==> src/logic/ctf_regs.vh <==
// Register map, field positions, reset values and timing constants for the CAN fail-safe control
`ifndef CTF_REGS_VH
`define CTF_REGS_VH
// ****************************************************************
// Register offsets (byte addresses)
// ****************************************************************
`define CTF_CTRL_OFF      12'h000
`define CTF_STATUS_OFF    12'h004
`define CTF_TXTO_OFF      12'h008
`define CTF_BUSTO_OFF     12'h00C
`define CTF_WAKEF_OFF     12'h010
`define CTF_STBN_OFF      12'h014
// ****************************************************************
// Field positions
// ****************************************************************
`define CTF_CTRL_SW_STB     0
`define CTF_CTRL_SW_OVR     1
`define CTF_ST_STANDBY      0
`define CTF_ST_TXTO         1
`define CTF_ST_BUSTO        2
`define CTF_ST_UV1          3
`define CTF_ST_UV2          4
`define CTF_ST_OT           5
`define CTF_ST_DRV_EN       6
`define CTF_ST_RX           7
`define CTF_ST_TRANS        8
// ****************************************************************
// Reset values
// ****************************************************************
`define CTF_CTRL_RST      32'h0000_0001
// ****************************************************************
// Timing: figures as printed, then cycles at 250 MHz (4 ns)
// ****************************************************************
`define CTF_CLK_PS          4000
`define CTF_DOM_TO_US       3000
`define CTF_WAKE_FLT_NS     1000
`define CTF_STB_NORM_NS     34000
`define CTF_DOM_TO_CYC      ((`CTF_DOM_TO_US * 1000) / (`CTF_CLK_PS / 1000))
`define CTF_WAKE_FLT_CYC    ((`CTF_WAKE_FLT_NS * 1000) / `CTF_CLK_PS)
`define CTF_STB_NORM_CYC    ((`CTF_STB_NORM_NS * 1000) / `CTF_CLK_PS)
`endif

==> src/logic/ctf_failsafe_ctrl.v <==
// Mode selection and fail-safe timeouts of a high-speed CAN transceiver, APB register slave
`timescale 1ns/1ps
`include "ctf_regs.vh"

// Notes on behaviour
// Transmit-dominant timer starts when transmit data goes low.
// Transmit low beyond the timeout disables the bus driver.
// Transmit-dominant timer clears when transmit data returns high.
// Controller must not send below 25 kbps or the timeout trips.
// In standby, bus-dominant timer starts on recessive-to-dominant.
// Bus dominant beyond the timeout forces receive output high.
// Bus-dominant timer clears when the bus goes recessive.
// Floating transmit input reads high, keeping transmitter recessive.
// Floating standby select reads high, entering standby.
// Controller should hold transmit and standby select high in standby.
// First undervoltage forces standby and ignores standby select.
// Second undervoltage switches off with zero bus load.
// Overtemperature disables drivers, bus recessive regardless of transmit.
// Under overtemperature, receive output keeps following the bus.
// Drivers restored once overtemperature clears.
// Standby receive output low signals wake-up, high otherwise.
// Standby select low means normal mode, high means standby.
// Both dominant timeouts lie between 0.8 ms and 8 ms, 3 ms typical.
// Standby bus states reach receive output only after the wake filter.
// Standby to normal completes 20 to 55 us after select goes low.
// All durations come from counting the clock timebase.
module ctf_failsafe_ctrl #(
   parameter DOM_TO_CYC   = `CTF_DOM_TO_CYC,
   parameter WAKE_FLT_CYC = `CTF_WAKE_FLT_CYC,
   parameter STB_NORM_CYC = `CTF_STB_NORM_CYC,
   parameter CW           = 24
) (
   input  wire        pclk,
   input  wire        presetn,
   input  wire        psel,
   input  wire        penable,
   input  wire        pwrite,
   input  wire [11:0] paddr,
   input  wire [31:0] pwdata,
   output reg  [31:0] prdata,
   output reg         pready,
   output reg         pslverr,
   input  wire        txd_in,
   input  wire        txd_in_valid,
   input  wire        stb_in,
   input  wire        stb_in_valid,
   input  wire        bus_dominant,
   input  wire        uv1_flag,
   input  wire        uv2_flag,
   input  wire        ot_flag,
   output reg         drv_dominant,
   output reg         drv_enable,
   output reg         split_enable,
   output reg         bus_bias_gnd,
   output reg         rxd_out,
   output reg         standby
);

   // ****************************************************************
   // Input synchronisers
   // ****************************************************************
   // Level and driven flag synchronised apart; pull-up applied after
   reg [7:0] sync1;
   reg [7:0] sync2;

   // Undriven pin reads as its pull-up level
   function pin_level;
      input v;
      input ok;
      begin
         pin_level = ok ? v : 1'b1;
      end
   endfunction

   always @(posedge pclk or negedge presetn) begin
      if (!presetn) begin
         sync1 <= 8'h05;
         sync2 <= 8'h05;
      end else begin
         sync1 <= {ot_flag, uv2_flag, uv1_flag, bus_dominant,
                   stb_in_valid, stb_in, txd_in_valid, txd_in};
         sync2 <= sync1;
      end
   end

   wire txd = pin_level(sync2[0], sync2[1]);
   wire stb = pin_level(sync2[2], sync2[3]);
   wire bus = sync2[4];
   wire uv1 = sync2[5];
   wire uv2 = sync2[6];
   wire ot  = sync2[7];

   // ****************************************************************
   // Registers
   // ****************************************************************
   reg        sw_stb;
   reg        sw_ovr;
   reg [CW-1:0] tx_to_lim;
   reg [CW-1:0] bus_to_lim;
   reg [CW-1:0] wake_lim;
   reg [CW-1:0] stbn_lim;

   function [CW-1:0] inc_sat;
      input [CW-1:0] v;
      begin
         inc_sat = (&v) ? v : v + {{(CW-1){1'b0}}, 1'b1};
      end
   endfunction

   function [31:0] zext;
      input [CW-1:0] v;
      begin
         zext = {{(32-CW){1'b0}}, v};
      end
   endfunction

   // ****************************************************************
   // Mode state machine
   // ****************************************************************
   localparam [1:0] ST_STBY  = 2'd0;
   localparam [1:0] ST_TRANS = 2'd1;
   localparam [1:0] ST_NORM  = 2'd2;
   localparam [1:0] ST_OFF   = 2'd3;

   reg  [1:0]    mode;
   reg  [1:0]    next_mode;
   reg  [CW-1:0] trans_cnt;
   // Software override lets the standby select come from a register instead of the pin
   wire          stb_eff = sw_ovr ? sw_stb : stb;

   always @* begin
      next_mode = mode;
      case (mode)
         ST_OFF:   next_mode = uv2 ? ST_OFF : ST_STBY;
         ST_STBY:  next_mode = (!stb_eff && !uv1) ? ST_TRANS : ST_STBY;
         ST_TRANS: begin
            if (stb_eff || uv1)
               next_mode = ST_STBY;
            else if (trans_cnt >= stbn_lim)
               next_mode = ST_NORM;
         end
         ST_NORM:  next_mode = (stb_eff || uv1) ? ST_STBY : ST_NORM;
         default:  next_mode = ST_STBY;
      endcase
      if (uv2)
         next_mode = ST_OFF;
   end

   always @(posedge pclk or negedge presetn) begin
      if (!presetn) begin
         mode      <= ST_STBY;
         trans_cnt <= {CW{1'b0}};
      end else begin
         mode      <= next_mode;
         trans_cnt <= (mode == ST_TRANS) ? inc_sat(trans_cnt) : {CW{1'b0}};
      end
   end

   // ****************************************************************
   // Transmit-dominant timeout
   // ****************************************************************
   reg [CW-1:0] tx_cnt;
   reg          tx_to;

   always @(posedge pclk or negedge presetn) begin
      if (!presetn) begin
         tx_cnt <= {CW{1'b0}};
         tx_to  <= 1'b0;
      end else if (txd) begin
         tx_cnt <= {CW{1'b0}};
         tx_to  <= 1'b0;
      end else begin
         tx_cnt <= inc_sat(tx_cnt);
         if (tx_cnt >= tx_to_lim)
            tx_to <= 1'b1;
      end
   end

   // ****************************************************************
   // Standby wake filter and bus-dominant timeout
   // ****************************************************************
   reg [CW-1:0] flt_cnt;
   reg          flt_bus;
   reg [CW-1:0] bus_cnt;
   reg          bus_to;

   always @(posedge pclk or negedge presetn) begin
      if (!presetn) begin
         flt_cnt <= {CW{1'b0}};
         flt_bus <= 1'b0;
         bus_cnt <= {CW{1'b0}};
         bus_to  <= 1'b0;
      end else begin
         // Filter follows the raw bus only after it stays changed long enough
         if (bus == flt_bus)
            flt_cnt <= {CW{1'b0}};
         else if (flt_cnt >= wake_lim) begin
            flt_bus <= bus;
            flt_cnt <= {CW{1'b0}};
         end else
            flt_cnt <= inc_sat(flt_cnt);
         if (mode == ST_NORM || !bus) begin
            bus_cnt <= {CW{1'b0}};
            bus_to  <= 1'b0;
         end else begin
            bus_cnt <= inc_sat(bus_cnt);
            if (bus_cnt >= bus_to_lim)
               bus_to <= 1'b1;
         end
      end
   end

   // ****************************************************************
   // Pin outputs
   // ****************************************************************
   wire norm = (mode == ST_NORM);

   always @(posedge pclk or negedge presetn) begin
      if (!presetn) begin
         drv_dominant <= 1'b0;
         drv_enable   <= 1'b0;
         split_enable <= 1'b0;
         bus_bias_gnd <= 1'b1;
         rxd_out      <= 1'b1;
         standby      <= 1'b1;
      end else begin
         drv_enable   <= (next_mode == ST_NORM) && !ot && !tx_to;
         drv_dominant <= (next_mode == ST_NORM) && !ot && !tx_to && !txd;
         split_enable <= (next_mode == ST_NORM);
         bus_bias_gnd <= (next_mode == ST_STBY) || (next_mode == ST_TRANS);
         standby      <= (next_mode != ST_NORM);
         if (mode == ST_OFF)
            rxd_out <= 1'b1;
         else if (norm)
            rxd_out <= !bus;
         else
            rxd_out <= bus_to ? 1'b1 : !flt_bus;
      end
   end

   // ****************************************************************
   // APB slave, zero wait states
   // ****************************************************************
   localparam [31:0] CTRL_RST = `CTF_CTRL_RST;
   wire acc = psel && penable;
   wire wr  = acc && pwrite;
   reg  [31:0] rd_mux;
   reg         hit;

   always @* begin
      rd_mux = 32'h0000_0000;
      hit    = 1'b1;
      case (paddr)
         `CTF_CTRL_OFF: begin
            rd_mux[`CTF_CTRL_SW_STB] = sw_stb;
            rd_mux[`CTF_CTRL_SW_OVR] = sw_ovr;
         end
         `CTF_STATUS_OFF: begin
            rd_mux[`CTF_ST_STANDBY] = standby;
            rd_mux[`CTF_ST_TXTO]    = tx_to;
            rd_mux[`CTF_ST_BUSTO]   = bus_to;
            rd_mux[`CTF_ST_UV1]     = uv1;
            rd_mux[`CTF_ST_UV2]     = uv2;
            rd_mux[`CTF_ST_OT]      = ot;
            rd_mux[`CTF_ST_DRV_EN]  = drv_enable;
            rd_mux[`CTF_ST_RX]      = rxd_out;
            rd_mux[`CTF_ST_TRANS]   = (mode == ST_TRANS);
         end
         `CTF_TXTO_OFF:   rd_mux = zext(tx_to_lim);
         `CTF_BUSTO_OFF:  rd_mux = zext(bus_to_lim);
         `CTF_WAKEF_OFF:  rd_mux = zext(wake_lim);
         `CTF_STBN_OFF:   rd_mux = zext(stbn_lim);
         default:         hit    = 1'b0;
      endcase
   end

   always @(posedge pclk or negedge presetn) begin
      if (!presetn) begin
         sw_stb     <= CTRL_RST[`CTF_CTRL_SW_STB];
         sw_ovr     <= CTRL_RST[`CTF_CTRL_SW_OVR];
         tx_to_lim  <= DOM_TO_CYC[CW-1:0];
         bus_to_lim <= DOM_TO_CYC[CW-1:0];
         wake_lim   <= WAKE_FLT_CYC[CW-1:0];
         stbn_lim   <= STB_NORM_CYC[CW-1:0];
         prdata     <= 32'h0000_0000;
         pready     <= 1'b0;
         pslverr    <= 1'b0;
      end else begin
         pready  <= psel && !penable;
         pslverr <= psel && !penable && !hit;
         prdata  <= (psel && !penable && !pwrite) ? rd_mux : 32'h0000_0000;
         if (wr && pready && hit) begin
            case (paddr)
               `CTF_CTRL_OFF: begin
                  sw_stb <= pwdata[`CTF_CTRL_SW_STB];
                  sw_ovr <= pwdata[`CTF_CTRL_SW_OVR];
               end
               `CTF_TXTO_OFF:  tx_to_lim  <= pwdata[CW-1:0];
               `CTF_BUSTO_OFF: bus_to_lim <= pwdata[CW-1:0];
               `CTF_WAKEF_OFF: wake_lim   <= pwdata[CW-1:0];
               `CTF_STBN_OFF:  stbn_lim   <= pwdata[CW-1:0];
               default:        sw_ovr     <= sw_ovr;
            endcase
         end
      end
   end

endmodule // ctf_failsafe_ctrl

==> config.mk <==
export PLATFORM = sky130hd
export DESIGN_NAME = ctf_failsafe_ctrl
export DESIGN_NICKNAME = d
export VERILOG_FILES = /design/src/logic/ctf_failsafe_ctrl.v
export VERILOG_INCLUDE_DIRS = /design/src /design/src/logic
export SDC_FILE = /design/constraint.sdc
export NUM_CORES = 1
export LEC_CHECK = 0
export BUFFER_PORTS_ARGS = -buffer_cell sky130_fd_sc_hd__buf_2
export CORE_UTILIZATION = 40
export CTS_CLUSTER_SIZE = 16
export DETAILED_ROUTE_END_ITERATION = 6
export MAX_ROUTING_LAYER = met4
export SLEW_MARGIN = 0
export SYNTH_ARGS = -nofsm -noshare
export SYNTH_HDL_FRONTEND = slang
export SYNTH_SLANG_ARGS = --single-unit
==> constraint.sdc <==
create_clock -name pclk -period 3.15 [get_ports pclk]
set_input_delay 0.1575 -clock pclk [delete_from_list [all_inputs] [get_ports pclk]]
set_output_delay 0.1575 -clock pclk [all_outputs]
set_load 0.005 [all_outputs]
## Yosys cells after proc, flatten, opt, wreduce, memory -nomap -nowiden

Index checks and enable logic that the tools add are counted.
W data, S select, Z words.

| operators by class | value |
|---|---|
| $add $sub $neg | 4 |
| magnitude comparators | 4 |
| eq/ne operators | 16 |
| multiplexer cells | 30 |
| bitwise gates (word level) | 1 |
| reduce and logical (&&, ||, !) cells | 40 |

Operators with widths:

| cell | count |
|---|---|
| $mux W24 | 9 |
| $add A24 B1 Y24 const B | 4 |
| $ge A24 B24 Y1 | 4 |
| $reduce_and A24 Y1 | 4 |
| $pmux W15 S4 | 1 |
| $pmux W7 S5 | 1 |
| $mux W32 | 1 |
| $eq A12 B4 Y1 const B | 2 |
| $eq A12 B5 Y1 const B | 2 |
| $eq A12 B3 Y1 const B | 1 |
| $logic_not A12 Y1 | 1 |
| $mux W1 | 12 |
| $pmux W2 S6 | 1 |
| $reduce_and A2 Y1 | 6 |
| $logic_and A1 B1 Y1 | 11 |
| $logic_not A1 Y1 | 10 |
| $mux W2 | 4 |
| $ne A2 B2 Y1 const B | 4 |
| $pmux W2 S4 | 1 |
| $eq A2 B2 Y1 const B | 3 |
| $reduce_or A6 Y1 | 1 |
| $eq A2 B1 Y1 const B | 2 |
| $logic_not A2 Y1 | 2 |
| $reduce_bool A2 Y1 | 2 |
| other kinds (4) | 6 |

| word-level totals | value |
|---|---|
| flip-flop bits (word level) | 255 |
| output and inout bits | 40 |

## Logic depth before layout (Yosys ltp)

| depth | value |
|---|---|
| depth in word-level cells | 11 |
| depth in mapped cells | 10 |
| mapped depth without buffers | 8 |

## Worst setup path before layout

No wires, ideal clock.

| path | value |
|---|---|
| kind | register -> register |
| from | reg flt_cnt[13] |
| to | reg flt_cnt[3] |
| arrival | 2446 ps |
| data required time | 3079 ps |
| setup slack | 632 ps |
| stages on the path, launching flop included | 10 |
| path buffers | 2 |
| period minus slack after synthesis | 2518 ps |
| path through | dfrtp_1 ha_1 a21o_1 a21oi_1 and3b_1 or4b_1 or4_4 buf_6 buf_6 nor2_1 |

| on the way | value |
|---|---|
| word-level cells in the longest chain between the ends | 3 |

Ends and longest elaborated chain:

| what | line | text |
|---|---|---|
| from (decl) | ctf_failsafe_ctrl.v:182 | `reg [CW-1:0] flt_cnt;` |
| from (signal assigned) | ctf_failsafe_ctrl.v:189 | `flt_cnt <= {CW{1'b0}};` |
| from (signal assigned) | ctf_failsafe_ctrl.v:196 | `flt_cnt <= {CW{1'b0}};` |
| from (signal assigned) | ctf_failsafe_ctrl.v:199 | `flt_cnt <= {CW{1'b0}};` |
| $ge A24 B24 Y1 | ctf_failsafe_ctrl.v:197 | `else if (flt_cnt >= wake_lim) begin` |
| $mux W24 | ctf_failsafe_ctrl.v:197 |  |
| $mux W24 | ctf_failsafe_ctrl.v:195 | `if (bus == flt_bus)` |

Parallel ways exist; a longest one is shown, timed or not.
A chain may end at the register's enable or synchronous reset.

## Worst setup path in the final report

| path | value |
|---|---|
| from | reg flt_cnt[13] |
| to | reg flt_cnt[10] |

Same word-level chain as after synthesis.

==> results.toml <==
[outcome]
status = "complete, no violations"

[synth]
yosys-top-cells-area = "dfrtp_1 (39%), ha_1 (9.5%), dfstp_2 (7.8%)"
synthFlopType = "dfrtp_1"
syn_inst = 1310
syn_area_um2 = 13200
synth_top_area_cell = "dfrtp_1"
synth.distinct_cells = 60
synth_top_area_share_pct = 39.5
ys_ff_latch = 247
avgSynthCellArea_um2 = 10.1
seq_area_frac_synth_pct = 47.3
async_flop_share_pct = 100
synth_edf_count = 0
ys_warn_count = 0

[grt]
grt_usage_pct = 20.9
grt_pass1_wl_um = 53600
antenna_found_initial = 1
grt_max_degree = 72
first_global_vias = 9610
grt-ovfl-total = 0

[clocking]
clock_latency_ns = 0.54
ctsHoldBuffers = 38
cts-root-buf = "clkbuf_16"
cts_tree = "yes"
clk_path_buf_depth = 3
cts_setup_buffers = 0
h-tree-depth = 1
cts_made_buffers = 29
cts.sinks = 247
post_cts_resized = 0
clkTransAtPathRegs_ns = 0.06

[sta]
tns_ns = 0
hold_violations = 0
rsz0062_at_grt = "false"
timing.hold.ws_ns = 0.142
min_period_ns = 2.72
final.period_utilization_pct = 86.3
finClkSkew_ns = 0.0121
fmax_ghz = 0.368
tightest_slew_ns = 0.829
maxSlewViolCount = 0
maxSlewHeadroom_pct = 44.0
setup_viol = 0

[die]
core-area_um2 = 32500
die_h_um = 184
boundaryPins = 97
die_w_um = 184
dieArea_um2 = 33700
fp-row-count = 66
start_util_pct = 40.6

[power_and_ir_drop]
pwr-share-clk_pct = 49.5
peakVddDrop_uv = 404
p_int_uw = 5390
cellLeakagePower_uw = 0.00708
combinationalPowerShare_pct = 3.7
p_switching_uw = 1500
powerDensity_nw_per_um2 = 446
sw_frac_of_total_pct = 21.8
seqPwrFrac_pct = 46.8

[place]
portBuffers = 80
gp_congestion = 0.884
dp_hpwl_um = 24100

[final_layout]
multiInputGateArea_um2 = 6340
drive_gt1_share_pct = 18.5
area_growth_pct = 17.3
register_area_um2 = 6230
num-fill-cells = 2997
nets = 1587

[drt]
postRouteAntennaNets = 0
wl_met1_um = 16000
drtIter0Drc = 582
drcViolationCount = 0
top_layer = "met4"
route.met2.wl_um = 15400
wl_per_cell_um = 17.7
num_vias = 10100
dr_wl_met3_um = 1370
vias_per_cell = 5.32
wirelength_um = 33500
dr.pass1.iters = 6

[setup_path]
critical_path_buf_inv_count = 0
worst_path_max_delay_cell = "or4_4"
worstPathMaxFanout = 24
critPathRequiredTime_ns = 3.60
arrival_ns = 3.17
crit_type = "register to register"
cp-end-kind = "register"
critPathTopFamily = "simple AND/OR/NAND/NOR gates"
cp_cell_sequence = "ha_1 -> a21o_1 -> a21oi_1 -> and3b_1 -> or4b_1 -> or4_4 -> a211oi_1"
critPathLaunchType = "register"
slowest_delay_ns = 0.71

[job]
maxCapViolCount = 0

[worst_hold_path]
hold_class = "input port to register"
[layout make-up]
class	count	area share (%)
Clock buffer	45	5.80
Clock inverter	7	0.567
Timing Repair Buffer	138	6.25
Inverter	102	2.48
Tap cell	442	3.58
Sequential cell	247	40.3
Multi-Input combinational cell	912	41.0
Antenna cell	2	0.0324
[cell usage after synthesis (3+ instances only)]
| cell type | instances |
|---|---|
| buf_4 | 9 |
| nor2b_1 | 7 |
| ha_1 | 100 |
| nand2b_1 | 8 |
| or3_1 | 4 |
| a211oi_1 | 12 |
| dfrtp_1 | 208 |
| dfstp_2 | 39 |
| nor4_1 | 7 |
| nand4_1 | 41 |
| mux2_2 | 75 |
| a222oi_1 | 6 |
| o21a_1 | 4 |
| and3_1 | 17 |
| nor2_1 | 130 |
| and4_1 | 19 |
| nand3_1 | 46 |
| xor2_1 | 51 |
| mux2i_1 | 7 |
| buf_6 | 3 |
| clkbuf_1 | 40 |
| inv_1 | 102 |
| nand2_1 | 108 |
| a21o_1 | 14 |
| a22oi_1 | 25 |
| and2_1 | 8 |
| a2111oi_0 | 5 |
| xnor2_1 | 24 |
| nor3_1 | 27 |
| a21oi_1 | 53 |
| a31oi_1 | 4 |
| nor4b_1 | 4 |
| o21ai_0 | 67 |
[flip-flops by register name (all words and copies together), names as in the netlist, 2 cells and up]
name	count
sync2	8
sync1	8
prdata	24
stbn_lim	24
trans_cnt	24
bus_to_lim	24
bus_cnt	24
flt_cnt	24
wake_lim	24
tx_cnt	24
mode	2
tx_to_lim	24
[power by group through the flow]
stage	Combinational, uW	Sequential, uW	Clock, uW
after detailed placement	225	3280	0
after global routing	286	3220	3630
after floorplan	72.8	3270	0
after global placement	221	3280	0
final	255	3220	3410
after CTS	263	3220	3490
[per-layer routing]
layer / global-route usage [%] / vias to the layer above
li1: - / 4822
met2: 32.7 / 217
met3: 2.52 / 51
met1: 29.0 / 4984
met4: 4.83 / 0
met5: - / -
[cells by family (layout without fill, tap and decap cells)]
kind of cell	count (synthesis)	after routing	synth area share, %
mux	85	85	7.28
xor+xnor	75	75	4.98
buf+inv	158	292	4.94
other cells	1	10	0.0284
fa+ha+maj	100	100	9.49
flops	247	247	47.3
simple gates	442	442	16.6
compound gates	202	202	9.44
[cells in the final DEF, fill, tap and decap left out, types with 41 or more instances in the layout]
cell / synthesis / routed
nor2_1: 130 / 130
buf_2: 2 / 79
ha_1: 100 / 100
nand3_1: 46 / 46
a21oi_1: 53 / 53
inv_1: 102 / 102
xor2_1: 51 / 51
mux2_2: 75 / 75
dfrtp_1: 208 / 208
nand4_1: 41 / 41
nand2_1: 108 / 108
o21ai_0: 67 / 67
[per-stage QoR]
| stage | area [um2] | utilization (%) | instances | power, uW | setup WS [ns] |
|---|---|---|---|---|---|
| global placement | 14100 | 43.4 | 1803 | 3500 | 0.463 |
| floorplan | 13200 | - | 1317 | 3340 | 0.632 |
| finish | 15500 | 47.6 | 1895 | 6890 | 0.431 |
| CTS | 15500 | 47.6 | 1893 | 6970 | 0.423 |
| detailed placement | 14100 | 43.4 | 1803 | 3500 | 0.448 |
| global route | 15500 | 47.6 | 1894 | 7140 | 0.319 |
[worst min-delay path, stage by stage]
cell and delay (ns):
buf_2 0.12, nor2_1 0.08, a32oi_1 0.19, a21oi_1 0.09
[worst paths after layout]
kind | cells after the start | startpoint | slack [ns] | end
max | 7 | flt_cnt[13]$_DFFE_PN0P_ | 0.43 | flt_cnt[10]$_DFFE_PN0P_
min | 4 | paddr[2] | 0.14 | prdata[1]$_DFF_PN0_
max reg2reg | 7 | flt_cnt[13]$_DFFE_PN0P_ | 0.43 | flt_cnt[10]$_DFFE_PN0P_
min reg2reg | 0 | sync1[6]$_DFF_PN0_ | 0.35 | sync2[6]$_DFF_PN0_
max in group asynchronous | 3 | presetn | 1.86 | bus_to_lim[15]$_DFFE_PN0P_
min in group asynchronous | 2 | presetn | 0.18 | trans_cnt[1]$_DFFE_PN0P_
Note: power is estimated with default switching activity, not from simulation.
